===== src/rtl/iefc_consts.svh =====
// offsets, field positions and reset values of the interrupt front-end
`ifndef IEFC_CONSTS_SVH
`define IEFC_CONSTS_SVH
// word indexes on the avalon address
`define IEFC_OFS_EDGE 4'h0
`define IEFC_OFS_EN1 4'h1
`define IEFC_OFS_EN2 4'h2
`define IEFC_OFS_REQ1 4'h3
`define IEFC_OFS_MODE 4'h4
`define IEFC_OFS_PEND 4'h5
// edge select bits
`define IEFC_EDGE_PIN4 4
`define IEFC_EDGE_PIN3 3
`define IEFC_EDGE_PIN1 1
`define IEFC_EDGE_PIN0 0
`define IEFC_EDGE_WMASK 8'h1B
`define IEFC_EDGE_ONES 8'hE0
// first enable register
`define IEFC_EN1_TIMER_A 7
`define IEFC_EN1_WAKEUP 5
`define IEFC_EN1_PIN4 4
`define IEFC_EN1_PIN3 3
`define IEFC_EN1_COUNTER 2
`define IEFC_EN1_PIN1 1
`define IEFC_EN1_PIN0 0
`define IEFC_EN1_WMASK 8'hBF
// second enable register
`define IEFC_EN2_DT 7
`define IEFC_EN2_CONV 6
`define IEFC_EN2_TG 4
`define IEFC_EN2_TFH 3
`define IEFC_EN2_TFL 2
`define IEFC_EN2_TC 1
`define IEFC_EN2_AEC 0
`define IEFC_EN2_WMASK 8'hDF
// first request register
`define IEFC_REQ_TIMER_A 7
`define IEFC_REQ_PIN4 4
`define IEFC_REQ_PIN3 3
`define IEFC_REQ_COUNTER 2
`define IEFC_REQ_PIN1 1
`define IEFC_REQ_PIN0 0
`define IEFC_REQ_FMASK 8'h9F
`define IEFC_REQ_ONES 8'h20
// mode register: bits 4..0 pin used as interrupt input, bits 7..6 counter sense
`define IEFC_MODE_SENSE_HI 7
`define IEFC_MODE_SENSE_LO 6
`define IEFC_MODE_WMASK 8'hDF
// reset values
`define IEFC_RST_BYTE 8'h00
`define IEFC_RST_WORD 32'h0000_0000
`endif


===== src/rtl/iefc_pkg.sv =====
// types of the interrupt front-end
package iefc_pkg;
   // sense choice for the event counter request pin
   typedef enum logic [1:0] {
      IEFC_SENSE_FALL = 2'b00,
      IEFC_SENSE_RISE = 2'b01,
      IEFC_SENSE_BOTH = 2'b10,
      IEFC_SENSE_NONE = 2'b11
   } iefc_sense_t;
   // external request and shared pin levels
   typedef struct packed {
      logic pin4;
      logic pin3;
      logic counter_pin;
      logic pin1;
      logic pin0;
      logic converter_trigger_pin;
      logic timer_f_event_pin;
      logic timer_c_event_pin;
   } iefc_pins_t;
   // request levels of peripheral sources flagged elsewhere
   typedef struct packed {
      logic direct_transfer;
      logic converter;
      logic timer_g;
      logic timer_f_high;
      logic timer_f_low;
      logic timer_c;
      logic event_counter;
      logic wakeup;
   } iefc_periph_t;
   // gated requests towards the cpu
   typedef struct packed {
      logic direct_transfer;
      logic converter;
      logic timer_g;
      logic timer_f_high;
      logic timer_f_low;
      logic timer_c;
      logic event_counter;
      logic timer_a;
      logic wakeup;
      logic pin4;
      logic pin3;
      logic counter_pin;
      logic pin1;
      logic pin0;
   } iefc_req_t;
   // edge pulses handed to shared-pin peripherals
   typedef struct packed {
      logic converter_trigger;
      logic timer_f_event;
      logic timer_c_event;
   } iefc_evt_t;
   // whole state of the block
   typedef struct packed {
      logic [7:0] edge_reg;
      logic [7:0] en1_reg;
      logic [7:0] en2_reg;
      logic [7:0] flags_reg;
      logic [7:0] mode_reg;
      iefc_pins_t prev_reg;
      iefc_evt_t evt_reg;
      iefc_req_t req_reg;
      logic any_reg;
      logic waitreq_reg;
      logic [31:0] rdata_reg;
   } iefc_state_t;
endpackage


===== src/rtl/iefc_top.sv =====
// interrupt front-end: edge select, source enables and first request flags
`timescale 1ns/1ps
`include "iefc_consts.svh"

// Function
// - bit 4 senses pin4 and converter trigger
// - bit 3 senses pin3 and timer F pin
// - bit 1 senses pin1 and timer C pin
// - bit 0 senses pin0 only
// - enable bit 7 gates timer A overflow
// - enable bit 5 gates all wakeup pins
// - enable bits 4,3 gate pins 4,3
// - enable bit 2 gates counter request pin
// - enable bits 1,0 gate pins 1,0
// - enable-two bit 7 gates direct transfer
// - enable-two bit 6 gates converter end
// - enable-two bit 4 gates timer G
// - enable-two bit 3 gates timer F high
// - enable-two bit 2 gates timer F low
// - enable-two bit 1 gates timer C
// - enable-two bit 0 gates event counter
// - flags stay set, cleared by writing zero
// - timer A overflow sets flag bit 7
// - selected edge sets flag regardless of enable
// - global mask blocks acceptance, not flag setting
module iefc_top
   import iefc_pkg::*;
(
   // clock and reset
   input wire logic clock,
   input wire logic rst,
   // avalon-mm slave
   input wire logic [3:0] avs_address,
   input wire logic avs_read,
   input wire logic avs_write,
   input wire logic [31:0] avs_writedata,
   input wire logic [3:0] avs_byteenable,
   output logic [31:0] avs_readdata,
   output logic avs_waitrequest,
   // pins and peripheral events
   input wire iefc_pins_t pins,
   input wire logic timer_a_ovf,
   input wire iefc_periph_t periph_req,
   // cpu side
   input wire logic cpu_int_mask,
   output iefc_req_t cpu_req,
   output logic cpu_int_pending,
   // shared pin edge pulses
   output iefc_evt_t pin_evt
);

   // current and next state
   iefc_state_t s_reg;
   iefc_state_t s_next;

   // edge detector: one selects rising, zero falling
   function automatic logic edge_hit(input logic prev, input logic now, input logic rise);
      edge_hit = rise ? (~prev & now) : (prev & ~now);
   endfunction

   // sticky flag: hardware set beats a software clear
   function automatic logic flag_upd(input logic cur, input logic clr, input logic set);
      flag_upd = (cur & ~clr) | set;
   endfunction

   // merge write data under a writable-bit mask
   function automatic logic [7:0] wr_byte(input logic [7:0] cur, input logic [7:0] wd,
                                          input logic [7:0] wmask);
      wr_byte = (cur & ~wmask) | (wd & wmask);
   endfunction

   // local decode helpers
   logic bus_acc;      // request seen, answer pending
   logic wr_take;      // write takes effect this edge
   logic lane0;        // low byte enabled
   logic hit_pin4;     // selected edge on pin4
   logic hit_pin3;     // selected edge on pin3
   logic hit_pin1;     // selected edge on pin1
   logic hit_pin0;     // selected edge on pin0
   logic hit_cnt;      // selected edge on counter pin
   logic [7:0] flag_set; // set terms for request flags
   logic [7:0] flag_clr; // clear terms for request flags
   logic [7:0] flags_v;  // flags after update
   logic [7:0] rd_byte;  // decoded read byte
   iefc_sense_t cnt_sense; // counter pin sense choice
   iefc_req_t req_v;       // gated requests

   // next-state logic
   always_comb
   begin
      s_next = s_reg;
      // bus handshake: answer one cycle after the request is seen
      bus_acc = (avs_read | avs_write) & s_reg.waitreq_reg;
      wr_take = avs_write & ~s_reg.waitreq_reg;
      lane0 = avs_byteenable[0];
      cnt_sense = iefc_sense_t'(s_reg.mode_reg[`IEFC_MODE_SENSE_HI:`IEFC_MODE_SENSE_LO]);

      // edge detection on request pins
      hit_pin4 = edge_hit(s_reg.prev_reg.pin4, pins.pin4,
                          s_reg.edge_reg[`IEFC_EDGE_PIN4]);
      hit_pin3 = edge_hit(s_reg.prev_reg.pin3, pins.pin3,
                          s_reg.edge_reg[`IEFC_EDGE_PIN3]);
      hit_pin1 = edge_hit(s_reg.prev_reg.pin1, pins.pin1,
                          s_reg.edge_reg[`IEFC_EDGE_PIN1]);
      hit_pin0 = edge_hit(s_reg.prev_reg.pin0, pins.pin0,
                          s_reg.edge_reg[`IEFC_EDGE_PIN0]);
      // counter pin: fall, rise or both
      case (cnt_sense)
         IEFC_SENSE_FALL:
         begin
            hit_cnt = s_reg.prev_reg.counter_pin & ~pins.counter_pin;
         end
         IEFC_SENSE_RISE:
         begin
            hit_cnt = ~s_reg.prev_reg.counter_pin & pins.counter_pin;
         end
         IEFC_SENSE_BOTH:
         begin
            hit_cnt = s_reg.prev_reg.counter_pin ^ pins.counter_pin;
         end
         default:
         begin
            hit_cnt = 1'b0;
         end
      endcase

      // shared pins follow the same edge bits
      s_next.evt_reg.converter_trigger = edge_hit(s_reg.prev_reg.converter_trigger_pin,
         pins.converter_trigger_pin, s_reg.edge_reg[`IEFC_EDGE_PIN4]);
      s_next.evt_reg.timer_f_event = edge_hit(s_reg.prev_reg.timer_f_event_pin,
         pins.timer_f_event_pin, s_reg.edge_reg[`IEFC_EDGE_PIN3]);
      s_next.evt_reg.timer_c_event = edge_hit(s_reg.prev_reg.timer_c_event_pin,
         pins.timer_c_event_pin, s_reg.edge_reg[`IEFC_EDGE_PIN1]);
      s_next.prev_reg = pins;

      // flag set terms, only for pins used as interrupt inputs, ignoring enables
      flag_set = 8'h00;
      flag_set[`IEFC_REQ_TIMER_A] = timer_a_ovf;
      flag_set[`IEFC_REQ_PIN4] = hit_pin4 & s_reg.mode_reg[`IEFC_REQ_PIN4];
      flag_set[`IEFC_REQ_PIN3] = hit_pin3 & s_reg.mode_reg[`IEFC_REQ_PIN3];
      flag_set[`IEFC_REQ_COUNTER] = hit_cnt & s_reg.mode_reg[`IEFC_REQ_COUNTER];
      flag_set[`IEFC_REQ_PIN1] = hit_pin1 & s_reg.mode_reg[`IEFC_REQ_PIN1];
      flag_set[`IEFC_REQ_PIN0] = hit_pin0 & s_reg.mode_reg[`IEFC_REQ_PIN0];

      // clear terms: a written zero clears, a written one is ignored
      flag_clr = 8'h00;
      if (wr_take && lane0 && avs_address == `IEFC_OFS_REQ1)
      begin
         flag_clr = ~avs_writedata[7:0] & `IEFC_REQ_FMASK;
      end
      flags_v = 8'h00;
      for (int i = 0; i < 8; i++)
      begin
         flags_v[i] = flag_upd(s_reg.flags_reg[i], flag_clr[i], flag_set[i]);
      end
      // reserved flag positions never hold a one
      s_next.flags_reg = flags_v & `IEFC_REQ_FMASK;

      // register writes, reserved bits never stored
      if (wr_take && lane0)
      begin
         if (avs_address == `IEFC_OFS_EDGE)
         begin
            s_next.edge_reg = wr_byte(s_reg.edge_reg, avs_writedata[7:0],
                                      `IEFC_EDGE_WMASK);
         end
         else if (avs_address == `IEFC_OFS_EN1)
         begin
            s_next.en1_reg = wr_byte(s_reg.en1_reg, avs_writedata[7:0],
                                     `IEFC_EN1_WMASK);
         end
         else if (avs_address == `IEFC_OFS_EN2)
         begin
            s_next.en2_reg = wr_byte(s_reg.en2_reg, avs_writedata[7:0],
                                     `IEFC_EN2_WMASK);
         end
         else if (avs_address == `IEFC_OFS_MODE)
         begin
            s_next.mode_reg = wr_byte(s_reg.mode_reg, avs_writedata[7:0],
                                      `IEFC_MODE_WMASK);
         end
      end

      // gate each source by its enable bit
      req_v.timer_a = s_reg.flags_reg[`IEFC_REQ_TIMER_A] &
                      s_reg.en1_reg[`IEFC_EN1_TIMER_A];
      req_v.wakeup = periph_req.wakeup & s_reg.en1_reg[`IEFC_EN1_WAKEUP];
      req_v.pin4 = s_reg.flags_reg[`IEFC_REQ_PIN4] & s_reg.en1_reg[`IEFC_EN1_PIN4];
      req_v.pin3 = s_reg.flags_reg[`IEFC_REQ_PIN3] & s_reg.en1_reg[`IEFC_EN1_PIN3];
      req_v.counter_pin = s_reg.flags_reg[`IEFC_REQ_COUNTER] &
                          s_reg.en1_reg[`IEFC_EN1_COUNTER];
      req_v.pin1 = s_reg.flags_reg[`IEFC_REQ_PIN1] & s_reg.en1_reg[`IEFC_EN1_PIN1];
      req_v.pin0 = s_reg.flags_reg[`IEFC_REQ_PIN0] & s_reg.en1_reg[`IEFC_EN1_PIN0];
      req_v.direct_transfer = periph_req.direct_transfer & s_reg.en2_reg[`IEFC_EN2_DT];
      req_v.converter = periph_req.converter & s_reg.en2_reg[`IEFC_EN2_CONV];
      req_v.timer_g = periph_req.timer_g & s_reg.en2_reg[`IEFC_EN2_TG];
      req_v.timer_f_high = periph_req.timer_f_high & s_reg.en2_reg[`IEFC_EN2_TFH];
      req_v.timer_f_low = periph_req.timer_f_low & s_reg.en2_reg[`IEFC_EN2_TFL];
      req_v.timer_c = periph_req.timer_c & s_reg.en2_reg[`IEFC_EN2_TC];
      req_v.event_counter = periph_req.event_counter & s_reg.en2_reg[`IEFC_EN2_AEC];
      s_next.req_reg = req_v;
      // masked cpu sees no pending request, flags keep setting
      s_next.any_reg = (|req_v) & ~cpu_int_mask;

      // read decode, reserved bits as fixed
      if (avs_address == `IEFC_OFS_EDGE)
      begin
         rd_byte = (s_reg.edge_reg & `IEFC_EDGE_WMASK) | `IEFC_EDGE_ONES;
      end
      else if (avs_address == `IEFC_OFS_EN1)
      begin
         rd_byte = s_reg.en1_reg;
      end
      else if (avs_address == `IEFC_OFS_EN2)
      begin
         rd_byte = s_reg.en2_reg;
      end
      else if (avs_address == `IEFC_OFS_REQ1)
      begin
         rd_byte = s_reg.flags_reg | `IEFC_REQ_ONES;
      end
      else if (avs_address == `IEFC_OFS_MODE)
      begin
         rd_byte = s_reg.mode_reg;
      end
      else if (avs_address == `IEFC_OFS_PEND)
      begin
         rd_byte = {s_reg.req_reg.timer_a, s_reg.any_reg, s_reg.req_reg.wakeup,
                    s_reg.req_reg.pin4, s_reg.req_reg.pin3, s_reg.req_reg.counter_pin,
                    s_reg.req_reg.pin1, s_reg.req_reg.pin0};
      end
      else
      begin
         rd_byte = `IEFC_RST_BYTE; // unmapped reads zero
      end

      // capture read data as the answer is raised
      if (bus_acc && avs_read)
      begin
         s_next.rdata_reg = {24'h000000, rd_byte};
      end
      s_next.waitreq_reg = ~bus_acc;
   end

   // state register, synchronous reset
   always_ff @(posedge clock)
   begin
      if (rst)
      begin
         s_reg <= '0;
         s_reg.edge_reg <= `IEFC_RST_BYTE;
         s_reg.en1_reg <= `IEFC_RST_BYTE;
         s_reg.en2_reg <= `IEFC_RST_BYTE;
         s_reg.flags_reg <= `IEFC_RST_BYTE;
         s_reg.rdata_reg <= `IEFC_RST_WORD;
         // request pins idle high, so no false edge follows reset
         s_reg.prev_reg <= '1;
         s_reg.waitreq_reg <= 1'b1;
      end
      else
      begin
         s_reg <= s_next;
      end
   end

   // outputs straight from flops
   assign avs_readdata = s_reg.rdata_reg;
   assign avs_waitrequest = s_reg.waitreq_reg;
   assign cpu_req = s_reg.req_reg;
   assign cpu_int_pending = s_reg.any_reg;
   assign pin_evt = s_reg.evt_reg;

endmodule


===== config.mk =====
export PLATFORM = sky130hd
export DESIGN_NAME = iefc_top
export DESIGN_NICKNAME = d
export VERILOG_FILES = /design/src/rtl/iefc_pkg.sv /design/src/rtl/iefc_top.sv
export VERILOG_INCLUDE_DIRS = /design/src /design/src/rtl
export SDC_FILE = /design/constraint.sdc
export NUM_CORES = 1
export LEC_CHECK = 0
export ABC_AREA = 1
export BUFFER_PORTS_ARGS = -buffer_cell sky130_fd_sc_hd__buf_2
export CELL_PAD_IN_SITES_DETAIL_PLACEMENT = 1
export CELL_PAD_IN_SITES_GLOBAL_PLACEMENT = 1
export CORE_ASPECT_RATIO = 2
export CORE_MARGIN = 3
export CORE_UTILIZATION = 32
export DETAILED_ROUTE_END_ITERATION = 8
export GPL_ROUTABILITY_DRIVEN = 0
export PLACE_DENSITY_LB_ADDON = 0.1
export SETUP_SLACK_MARGIN = 0.5
export SLEW_MARGIN = 20
export SYNTH_ARGS = -nofsm -noshare
export SYNTH_HDL_FRONTEND = slang
export SYNTH_SLANG_ARGS = --single-unit

===== constraint.sdc =====
create_clock -name clock -period 1.1 [get_ports clock]
set_input_delay 0.165 -clock clock [delete_from_list [all_inputs] [get_ports clock]]
set_output_delay 0.165 -clock clock [all_outputs]
set_load 0.02 [all_outputs]

==> impl_metrics.py, run 1 <==
metrics = {
    "global_route": {
        "grt_pass1_wl_um": 16200,
        "grt_pass1_vias": 3147,
        "gr-usage-met2_pct": 35.3,
        "grt_max_degree": 36,
        "grtUsageTotal_pct": 18.6,
        "antenna_found_initial": 0,
        "met1_usage_pct": 19.7,
        "met3_usage_pct": 2.93,
        "grt_remaining_overflow": 0,
        "grt_busiest_layer": "met2",
    },
    "place": {
        "dp_hpwl_um": 7650,
        "dp.cells": 615,
        "io_buffers": 61,
    },
    "worst_hold_path": {
        "hold_start": "pins[3]",
        "min_path_type": "in2reg",
        "holdPathStages": 3,
        "min_to": "s_reg[54]$_SDFF_PP1_",
    },
    "run": {
        "cap_viol_max_count": 0,
    },
    "yosys": {
        "ys_seq_area_share_pct": 40.9,
        "synth-edff-count": 0,
        "synth.top_cell.area_share_pct": 40.9,
        "synthDistinctLibCells": 35,
        "ys_warn_count": 0,
        "ys_async_sr_fraction_pct": 0,
        "syn_inst": 423,
        "synth_seq_cells": 66,
        "synthTopCellsByArea": "dfxtp_1, buf_4, nor2_1",
        "synth-main-ff-cell": "dfxtp_1",
        "avgSynthCellArea_um2": 7.63,
        "syn_area_um2": 3230,
        "yosysTopAreaCell": "dfxtp_1",
    },
    "sta": {
        "fmax_mhz": 824,
        "finalCritPeriodShare_pct": 110,
        "min_period_ns": 1.21,
        "grt_setup_unrepaired": "yes",
        "worst_slack_ns": -0.113,
        "hold_ws_ns": 0.0280,
        "setup_violations": 37,
        "timing.final.max_slew_violations": 0,
        "clock_skew_ns": 0.00507,
        "hold_viol": 0,
    },
    "worst_setup_path": {
        "worst-path-max-fanout": 4,
        "path_delay_family": "simple AND/OR/NAND/NOR gates",
        "timing.rr.start": "avs_waitrequest$_SDFF_PP1_",
        "critPathKind": "reg2reg",
        "crit_top_cell": "buf_6",
        "max_stage_delay_ns": 0.35,
        "cp.required_ns": 1.36,
        "arrival_ns": 1.47,
        "critPathLaunchType": "register",
        "reg2reg_to": "s_reg[76]$_SDFFE_PP0P_",
        "rr_worst_depth": 7,
        "crit_chain": "inv_6 -> nand3_4 -> buf_6 -> nor2_4 -> buf_6 -> o21ai_1 -> nor2_1",
        "reg2reg_slack_ns": -0.11,
        "critPathSlowestCell": "dfxtp_4",
        "end_kind": "register",
        "worst-path-buf-inv": 3,
    },
    "final_layout": {
        "nNetsFinal": 576,
        "drive_above_1_share_pct": 49.9,
        "diodes": 0,
        "area_delta_synth_final_pct": 41.6,
        "fillers": 1205,
        "fin_cells": 649,
        "largest_reg_flops": 37,
        "regArea_um2": 1400,
        "multi_input_area_um2": 1630,
    },
    "clocking": {
        "cts_num_sinks": 66,
        "cts_tree": "yes",
        "numCtsBuffers": 9,
        "htreeDepth": 3,
        "clkTransAtPathRegs_ns": 0.05,
        "clockBufferDepth": 2,
        "clk_latency_ns": 0.33,
        "cts-root-buf": "clkbuf_16",
    },
    "floorplanning": {
        "rows": 51,
        "fp.dieW_um": 77.0,
        "initial_core_util_pct": 33.1,
        "core_um2": 9760,
        "boundaryPins": 113,
        "die_area_um2": 11400,
        "die_y_um": 148,
    },
    "detailed_routing": {
        "wire_per_inst_um": 15.5,
        "postRouteAntennaNets": 0,
        "drc_errors": 0,
        "dr.pass1.iters": 4,
        "wirelength_um": 10100,
        "first_iter_violations": 90,
        "vias": 3029,
        "via_per_inst": 4.67,
    },
    "power": {
        "p_leak_uw": 0.00207,
        "p_per_area_nw_per_um2": 1300,
        "ir_drop_mv": 0.763,
        "p_total_uw": 5950,
    },
    "run_status": {
        "outcome": "complete, but fails checks",
        "failed_checks": "negative setup slack",
    },
}
-- per-stage QoR --
stage / cell area (um^2) / TNS [ns] / utilization (%) / setup slack, ns
floorplan: 3370 / 0 / - / 0.0376
CTS: 4410 / -2.95 / 45.1 / -0.105
global placement: 3650 / -5.88 / 37.4 / -0.204
finish: 4570 / -2.72 / 46.8 / -0.113
detailed placement: 3650 / -6.96 / 37.4 / -0.236
global route: 4570 / -5.48 / 46.8 / -0.178
-- layer usage --
layer	vias to the layer above	wire length, um
met4	0	259
met2	66	5590
li1	1491	-
met3	18	321
met5	-	0
met1	1454	3900
-- worst max path at each step --
stage	startpoint	to	slack [ns]	depth (start not counted)
detailed placement	avs_address[3]	s_reg[61]$_SDFFE_PP0P_	-0.24	7
global placement	avs_address[3]	s_reg[61]$_SDFFE_PP0P_	-0.20	7
global route	avs_waitrequest$_SDFF_PP1_	avs_readdata[3]$_SDFFE_PP0P_	-0.18	6
CTS	avs_waitrequest$_SDFF_PP1_	s_reg[75]$_SDFFE_PP0P_	-0.10	7
finish	avs_waitrequest$_SDFF_PP1_	s_reg[76]$_SDFFE_PP0P_	-0.11	7
floorplan	avs_waitrequest$_SDFF_PP1_	s_reg[92]$_SDFFE_PP0P_	0.04	6
-- cell type report --
type                       count  share of cell area [%]
tap                          132                    3.61
sequential                    66                    30.6
clock buffer                  10                    5.01
inverter                      37                    3.59
timing repair buffer         113                    20.2
multi-input combinational    285                    35.8
clock inverter                 6                    1.26
-- where the power goes --
group          switching [uW]  total (uW)  internal, uW
clock                    1060        2800          1740
combinational             430         698           268
sequential               31.0        2460          2430
-- logic make-up after synthesis --
family | Yosys count | share of synthesized area [%]
buffers and inverters | 96 | 18.0
AND/OR/NAND/NOR | 178 | 27.2
AO/OA/AOI/OAI | 80 | 13.0
other | 1 | 0.116
flip-flops | 66 | 40.9
adder cells (fa/ha/maj) | 2 | 0.775
-- cell usage after synthesis (3+ instances only) --
| cell | instances |
|---|---|
| a21oi_1 | 29 |
| nor2_4 | 4 |
| nor3_1 | 4 |
| nand3_1 | 32 |
| nand3_2 | 3 |
| clkbuf_1 | 4 |
| o21ai_0 | 38 |
| nor2_1 | 71 |
| nand2_1 | 48 |
| nand4_1 | 5 |
| dfxtp_1 | 66 |
| inv_1 | 31 |
| buf_4 | 49 |
| buf_6 | 3 |
| o21ai_1 | 6 |
| inv_2 | 4 |
-- what timing repair did --
action,4_1_cts,5_1_grt
gates resized for setup,143,56
pin swaps,10,22
endpoints found under the setup margin,79,84
buffers inserted,12,5
hold buffers,0,0
cloned,1,0
endpoints found under the hold margin,0,0
-- worst register-to-register path: cells and delay by family (launching register included) --
kind                   cells  cell delay [ns]
flip-flops                 1             0.35
AO/OA/AOI/OAI              1             0.06
AND/OR/NAND/NOR            3             0.37
buffers and inverters      3             0.36
-- layout by cell type, fill, tap and decap left out, drive strengths merged --
cell and n:
clkbuf 10, nand3b 1, a41oi 1, a21oi 31
conb 24, or2 1, buf 113, a31oi 1
nor3 5, bufinv 1, o21ai 44, nand2 52
clkinvlp 1, inv 35, ha 2, nor2 77
o211a 1, dfxtp 66, o22ai 2, nand4 7
nand3 36, clkinv 6
No activity file was read; power rests on OpenSTA's default activity.
==> inputs of run 2 (changes only) <==
--- a/config.mk
+++ b/config.mk
@@ -6,7 +6,6 @@
 export SDC_FILE = /design/constraint.sdc
 export NUM_CORES = 1
 export LEC_CHECK = 0
-export ABC_AREA = 1
 export BUFFER_PORTS_ARGS = -buffer_cell sky130_fd_sc_hd__buf_2
 export CELL_PAD_IN_SITES_DETAIL_PLACEMENT = 1
 export CELL_PAD_IN_SITES_GLOBAL_PLACEMENT = 1
==> run 2 against run 1 <==
The flow finishes with violations (negative hold slack, negative setup slack); sequential share of layout area increased by 0.31 points; first-iteration DRC count decreased by 10%; global-route usage increased by 0.12 points; critical path depth decreased by 2; clock skew decreased by 0.00097 ns; clock-buffer cell count increased by 3; largest power group unchanged.
==> impl_metrics.py, run 2 <==
metrics = {
    "run_status": {
        "outcome": "complete, but fails checks",
        "failed_checks": "negative hold slack, negative setup slack",
    },
    "floorplanning": {
        "fp.dieW_um": 75.8,
        "rows": 50,
        "die_y_um": 146,
        "die_area_um2": 11000,
        "boundaryPins": 113,
        "core_um2": 9450,
        "initial_core_util_pct": 33.0,
    },
    "clocking": {
        "clk_latency_ns": 0.33,
        "cts_tree": "yes",
        "clkTransAtPathRegs_ns": 0.05,
        "cts-root-buf": "clkbuf_16",
        "cts_num_sinks": 66,
        "clockBufferDepth": 2,
        "numCtsBuffers": 9,
        "htreeDepth": 3,
    },
    "yosys": {
        "ys_seq_area_share_pct": 42.4,
        "synth.most_common_cell": "dfxtp_1",
        "synth_seq_cells": 66,
        "synth-main-ff-cell": "dfxtp_1",
        "yosysTopAreaCell": "dfxtp_1",
        "syn_area_um2": 3110,
        "ys_warn_count": 0,
        "netlist_top_cells_count": "dfxtp_1, buf_4, nor2_1, nand2_1, mux2i_1",
        "synthTopCellsByArea": "dfxtp_1, buf_4, mux2i_1",
        "synthDistinctLibCells": 38,
        "synth.top_cell.area_share_pct": 42.4,
        "synth-edff-count": 0,
        "avgSynthCellArea_um2": 8.67,
        "syn_inst": 359,
        "ys_async_sr_fraction_pct": 0,
    },
    "sta": {
        "timing.final.max_slew_violations": 0,
        "fmax_mhz": 650,
        "hold_ws_ns": -0.0110,
        "hold_viol": 1,
        "clock_skew_ns": 0.00410,
        "finalCritPeriodShare_pct": 140,
        "setup_violations": 40,
        "grt_setup_unrepaired": "yes",
        "min_period_ns": 1.54,
        "worst_slack_ns": -0.439,
    },
    "worst_setup_path": {
        "end_kind": "register",
        "critPathLaunchType": "register",
        "critPathKind": "reg2reg",
        "worst-path-max-fanout": 5,
        "cp.required_ns": 1.32,
        "arrival_ns": 1.76,
    },
    "global_route": {
        "grt_remaining_overflow": 0,
        "met1_usage_pct": 18.8,
        "grt_pass1_wl_um": 15100,
        "grt_busiest_layer": "met2",
        "grt_max_degree": 42,
        "antenna_found_initial": 0,
        "grtUsageTotal_pct": 18.7,
        "grt_pass1_vias": 2837,
        "met3_usage_pct": 5.05,
        "gr-usage-met2_pct": 34.1,
    },
    "power": {
        "swShare_pct": 23.7,
        "p_leak_uw": 0.00207,
        "netSwitchingPower_uw": 1430,
        "combPwrFrac_pct": 11.0,
        "ir_drop_mv": 0.763,
        "internal_power_uw": 4630,
        "p_total_uw": 6060,
        "p_per_area_nw_per_um2": 1340,
        "power_frac_seq_pct": 40.3,
        "pwr-share-clk_pct": 48.7,
    },
    "final_layout": {
        "largest_reg_flops": 37,
        "drive_above_1_share_pct": 52.8,
        "layout_common_cells": "dfxtp_2, buf_6, nor2_1, buf_4, buf_2",
        "fin_cells": 581,
        "diodes": 0,
        "fillers": 1101,
        "nNetsFinal": 511,
        "final_common_cell": "dfxtp_2",
        "area_delta_synth_final_pct": 45.1,
    },
    "detailed_routing": {
        "postRouteAntennaNets": 0,
        "vias": 2760,
        "via_per_inst": 4.75,
        "drc_errors": 0,
        "wire_per_inst_um": 17.9,
        "wirelength_um": 10400,
        "dr.pass1.iters": 4,
        "first_iter_violations": 81,
    },
    "run": {
        "cap_viol_max_count": 0,
    },
    "place": {
        "io_buffers": 61,
        "dp.cells": 552,
        "dp_hpwl_um": 7500,
    },
    "worst_hold_path": {
        "min_path_type": "in2reg",
    },
}
==> run 2: cell types whose count changed after synthesis, sizes merged, moves of 8 or more <==
cell    delta
a21oi     -13
inv       -28
nand2b     +8
o21ai     -22
nand3     -35
nor2      -31
mux2i     +29
nand2     -22
==> run 2: worst paths after layout <==
kind                                 from                           end  slack [ns]  cells after the start
max            avs_waitrequest$_SDFF_PP1_     cnt_sense[1]$_SDFFE_PP0P_       -0.44                      5
min                          cpu_int_mask    cpu_int_pending$_SDFF_PP0_       -0.01                      2
max reg2reg    avs_waitrequest$_SDFF_PP1_     cnt_sense[1]$_SDFFE_PP0P_       -0.44                      5
min reg2reg  avs_readdata[4]$_SDFFE_PP0P_  avs_readdata[4]$_SDFFE_PP0P_        0.46                      2
==> run 2: final cells by class <==
| class | count | area, um^2 | share of cell area [%] |
|---|---|---|---|
| multi-input cells | 243 | 1610 | 35.6 |
| flip-flops and latches | 66 | 1400 | 30.9 |
| repair buffers | 120 | 1020 | 22.6 |
| clock buffers | 13 | 270 | 5.98 |
| well taps | 130 | 163 | 3.60 |
| clock inverters | 2 | 35.0 | 0.775 |
| inverters | 7 | 26.3 | 0.581 |
==> run 2: layer usage <==
layer	routed length (um)	vias up
met1	3740	1354
met5	0	-
li1	-	1326
met2	6000	67
met3	376	13
met4	286	0
==> run 2: critical path: stages, from the launching register on <==
cell and delay (ns):
dfxtp_2 0.32, nand3b_1 0.24, or4_4 0.47, buf_6 0.16, mux2i_1 0.17, nor2_1 0.06
==> run 2: kinds of logic (layout without fill, tap and decap cells) <==
family / Yosys count / in the layout / share of synthesized area [%]
and+or+nand+nor: 126 / 126 / 19.9
buffers and inverters: 73 / 142 / 15.5
DFF: 66 / 66 / 42.4
muxes: 29 / 29 / 9.32
other: 1 / 24 / 0.120
adders and majority gates: 2 / 2 / 0.803
AOI/OAI and AO/OA: 62 / 62 / 11.9
==> run 2: what timing repair did <==
action	CTS	global route
endpoints found under the setup margin	80	90
pin swaps	10	14
resized for setup	123	48
buffers inserted	6	7
hold endpoints to repair	1	1
cloned	0	1
==> run 2: through the flow <==
step | hold WS [ns] | cell area (um^2) | setup WS, ns | TNS (ns) | util (%)
6_report | -0.0110 | 4520 | -0.439 | -11.53 | 47.8
5_1_grt | -0.0181 | 4520 | -0.511 | -14.24 | 47.8
4_1_cts | -0.0218 | 4300 | -0.413 | -11.31 | 45.5
3_5_place_dp | 0.337 | 3620 | -0.543 | -17.80 | 38.3
3_3_place_gp | 0.338 | 3620 | -0.505 | -17.22 | 38.3
2_1_floorplan | 0.244 | 3290 | -0.458 | -11.29 | -
==> run 2: power by group through the flow <==
stage	registers (uW)	logic [uW]	clock network [uW]
6_report	2440	667	2950
5_1_grt	2440	715	3150
4_1_cts	2450	611	3030
3_5_place_dp	2500	556	0
3_3_place_gp	2500	549	0
2_1_floorplan	2500	390	0
==> inputs of run 3 (changes only) <==
--- a/config.mk
+++ b/config.mk
@@ -9,7 +9,7 @@
 export BUFFER_PORTS_ARGS = -buffer_cell sky130_fd_sc_hd__buf_2
 export CELL_PAD_IN_SITES_DETAIL_PLACEMENT = 1
 export CELL_PAD_IN_SITES_GLOBAL_PLACEMENT = 1
-export CORE_ASPECT_RATIO = 2
+export CORE_ASPECT_RATIO = 0.5
 export CORE_MARGIN = 3
 export CORE_UTILIZATION = 32
 export DETAILED_ROUTE_END_ITERATION = 8
==> run 3 against run 2 <==
The flow still finishes with violations (negative hold slack, negative setup slack); power down 1.3%; clock-buffer cell count grew 1; largest power group unchanged; cell count fell by 0.17%; sequential share of layout area down 0.11 points; clock skew decreased by 0.00066 ns; non-clock buffer count decreased by 3; register-to-register slack is essentially flat; utilization rose by 2.3 points; sequential cell count unchanged; fmax decreased by 0.13%; combinational power rose by 1%.
==> impl_metrics.py, run 3 (same netlist as run 2, synthesis figures left out) <==
metrics = {
    "run_status": {
        "outcome": "complete, but fails checks",
        "failed_checks": "negative hold slack, negative setup slack",
    },
    "detailed_routing": {
        "dr.pass1.iters": 4,
        "first_iter_violations": 102,
        "wirelength_um": 9990,
        "via_per_inst": 4.77,
        "drc_errors": 0,
        "wire_per_inst_um": 17.2,
        "postRouteAntennaNets": 0,
        "vias": 2767,
    },
    "power": {
        "p_per_area_nw_per_um2": 1320,
        "ir_drop_mv": 0.733,
        "p_total_uw": 5980,
        "p_leak_uw": 0.00207,
    },
    "sta": {
        "fmax_mhz": 649,
        "clock_skew_ns": 0.00344,
        "setup_violations": 40,
        "finalCritPeriodShare_pct": 140,
        "hold_ws_ns": -0.00982,
        "timing.final.max_slew_violations": 0,
        "min_period_ns": 1.54,
        "hold_viol": 1,
        "worst_slack_ns": -0.441,
        "grt_setup_unrepaired": "yes",
    },
    "clocking": {
        "numCtsBuffers": 9,
        "htreeDepth": 3,
        "clockBufferDepth": 2,
        "clk_latency_ns": 0.33,
        "cts_num_sinks": 66,
        "clkTransAtPathRegs_ns": 0.05,
        "cts-root-buf": "clkbuf_16",
        "cts_tree": "yes",
    },
    "place": {
        "io_buffers": 61,
        "place_ws_ns": -0.553,
        "postPlaceCellArea_um2": 3570,
        "dp_hpwl_um": 7150,
    },
    "global_route": {
        "grt_pass1_vias": 2896,
        "grt_remaining_overflow": 0,
        "antenna_found_initial": 0,
        "grt_max_degree": 20,
        "grtUsageTotal_pct": 18.3,
        "grt_pass1_wl_um": 15400,
    },
    "floorplanning": {
        "die_area_um2": 11000,
        "fp.dieW_um": 146,
        "boundaryPins": 113,
        "initial_core_util_pct": 34.3,
        "rows": 24,
        "core_um2": 9070,
        "die_y_um": 75.8,
    },
    "final_layout": {
        "final_area_um2": 4550,
        "nNetsFinal": 508,
        "largest_reg_flops": 37,
        "fillers": 1003,
        "area_delta_synth_final_pct": 46.0,
        "final_common_cell": "dfxtp_2",
        "layout_common_cells": "dfxtp_2, buf_6, nor2_1",
        "drive_above_1_share_pct": 54.6,
    },
    "worst_setup_path": {
        "end_kind": "register",
        "max_stage_delay_ns": 0.35,
        "crit_chain": "nand3b_1 -> buf_6 -> or3_4 -> buf_8 -> mux2i_2 -> nor2_1",
        "worst-path-max-fanout": 5,
        "critPathKind": "reg2reg",
        "reg2reg_slack_ns": -0.44,
        "cp.required_ns": 1.32,
        "critPathSlowestCell": "or3_4",
        "arrival_ns": 1.76,
        "critPathLaunchType": "register",
    },
    "run": {
        "cap_viol_max_count": 0,
    },
    "worst_hold_path": {
        "min_path_type": "in2reg",
    },
}
run 3: cell types whose count changed in the layout (fill, tap and decap cells not counted), moves of 2 or more:
cell	before	now
o21ai_2	1	7
o21ai_0	15	9
buf_4	41	38
or3_4	0	2
clkbuf_1	1	3
nor2_2	3	5
nor2_1	41	39
or3_1	2	0
run 3: layout make-up:
type	instances	area [um^2]	share of cell area, %
well taps	130	163	3.58
inverters	7	26.3	0.578
flip-flops and latches	66	1400	30.8
repair buffers	117	1010	22.2
clock buffers	14	264	5.80
diodes	1	2.50	0.0550
multi-input cells	243	1650	36.2
clock inverters	2	35.0	0.770
run 3: metal layers:
| layer | wire length, um | up-vias | share of wire [%] | track usage (%) |
|---|---|---|---|---|
| li1 | - | 1329 | - | - |
| met1 | 4600 | 1356 | 46 | 22.5 |
| met2 | 4830 | 72 | 48 | 32.1 |
| met3 | 463 | 10 | 4.6 | 5.41 |
| met4 | 90 | 0 | 0.90 | 5.05 |
| met5 | 0 | - | 0 | 0 |
run 3: through the flow:
stage / hold WS (ns) / cells / utilization, % / TNS, ns
after floorplan: 0.244 / 382 / - / -11.29
after global placement: 0.342 / 545 / 39.3 / -16.68
after detailed placement: 0.344 / 545 / 39.3 / -18.11
after CTS: -0.0194 / 570 / 47.8 / -11.87
after global routing: -0.0166 / 579 / 50.1 / -14.95
final: -0.00982 / 580 / 50.2 / -12.52
run 3: power breakdown:
| part | switching (uW) | leakage (uW) | internal (uW) | total [uW] |
|---|---|---|---|---|
| combinational | 383 | 0.00136 | 291 | 675 |
| sequential | 21.1 | 0.000561 | 2420 | 2440 |
| clock | 992 | 0.000147 | 1870 | 2870 |
run 3: worst paths after layout:
check,start,cells after the start,end
setup / recovery,avs_waitrequest$_SDFF_PP1_,6,s_reg[79]$_SDFFE_PP0P_
hold / removal,cpu_int_mask,2,cpu_int_pending$_SDFF_PP0_
setup reg to reg,avs_waitrequest$_SDFF_PP1_,6,s_reg[79]$_SDFFE_PP0P_
hold reg to reg,s_reg[74]$_SDFF_PP0_,2,s_reg[74]$_SDFF_PP0_
run 3: timing repair:
item / in CTS / in global routing
buffers inserted: 8 / 9
gates cloned: 1 / 0
pin swaps: 11 / 19
endpoints found under the setup margin: 86 / 85
endpoints found under the hold margin: 1 / 1
resized for setup: 135 / 56
run 3: critical path, delay by kind of cell, from the launching register on:
kind	cells	cell delay [ns]
buf+inv	2	0.32
mux	1	0.20
flops	1	0.31
simple gates	3	0.60
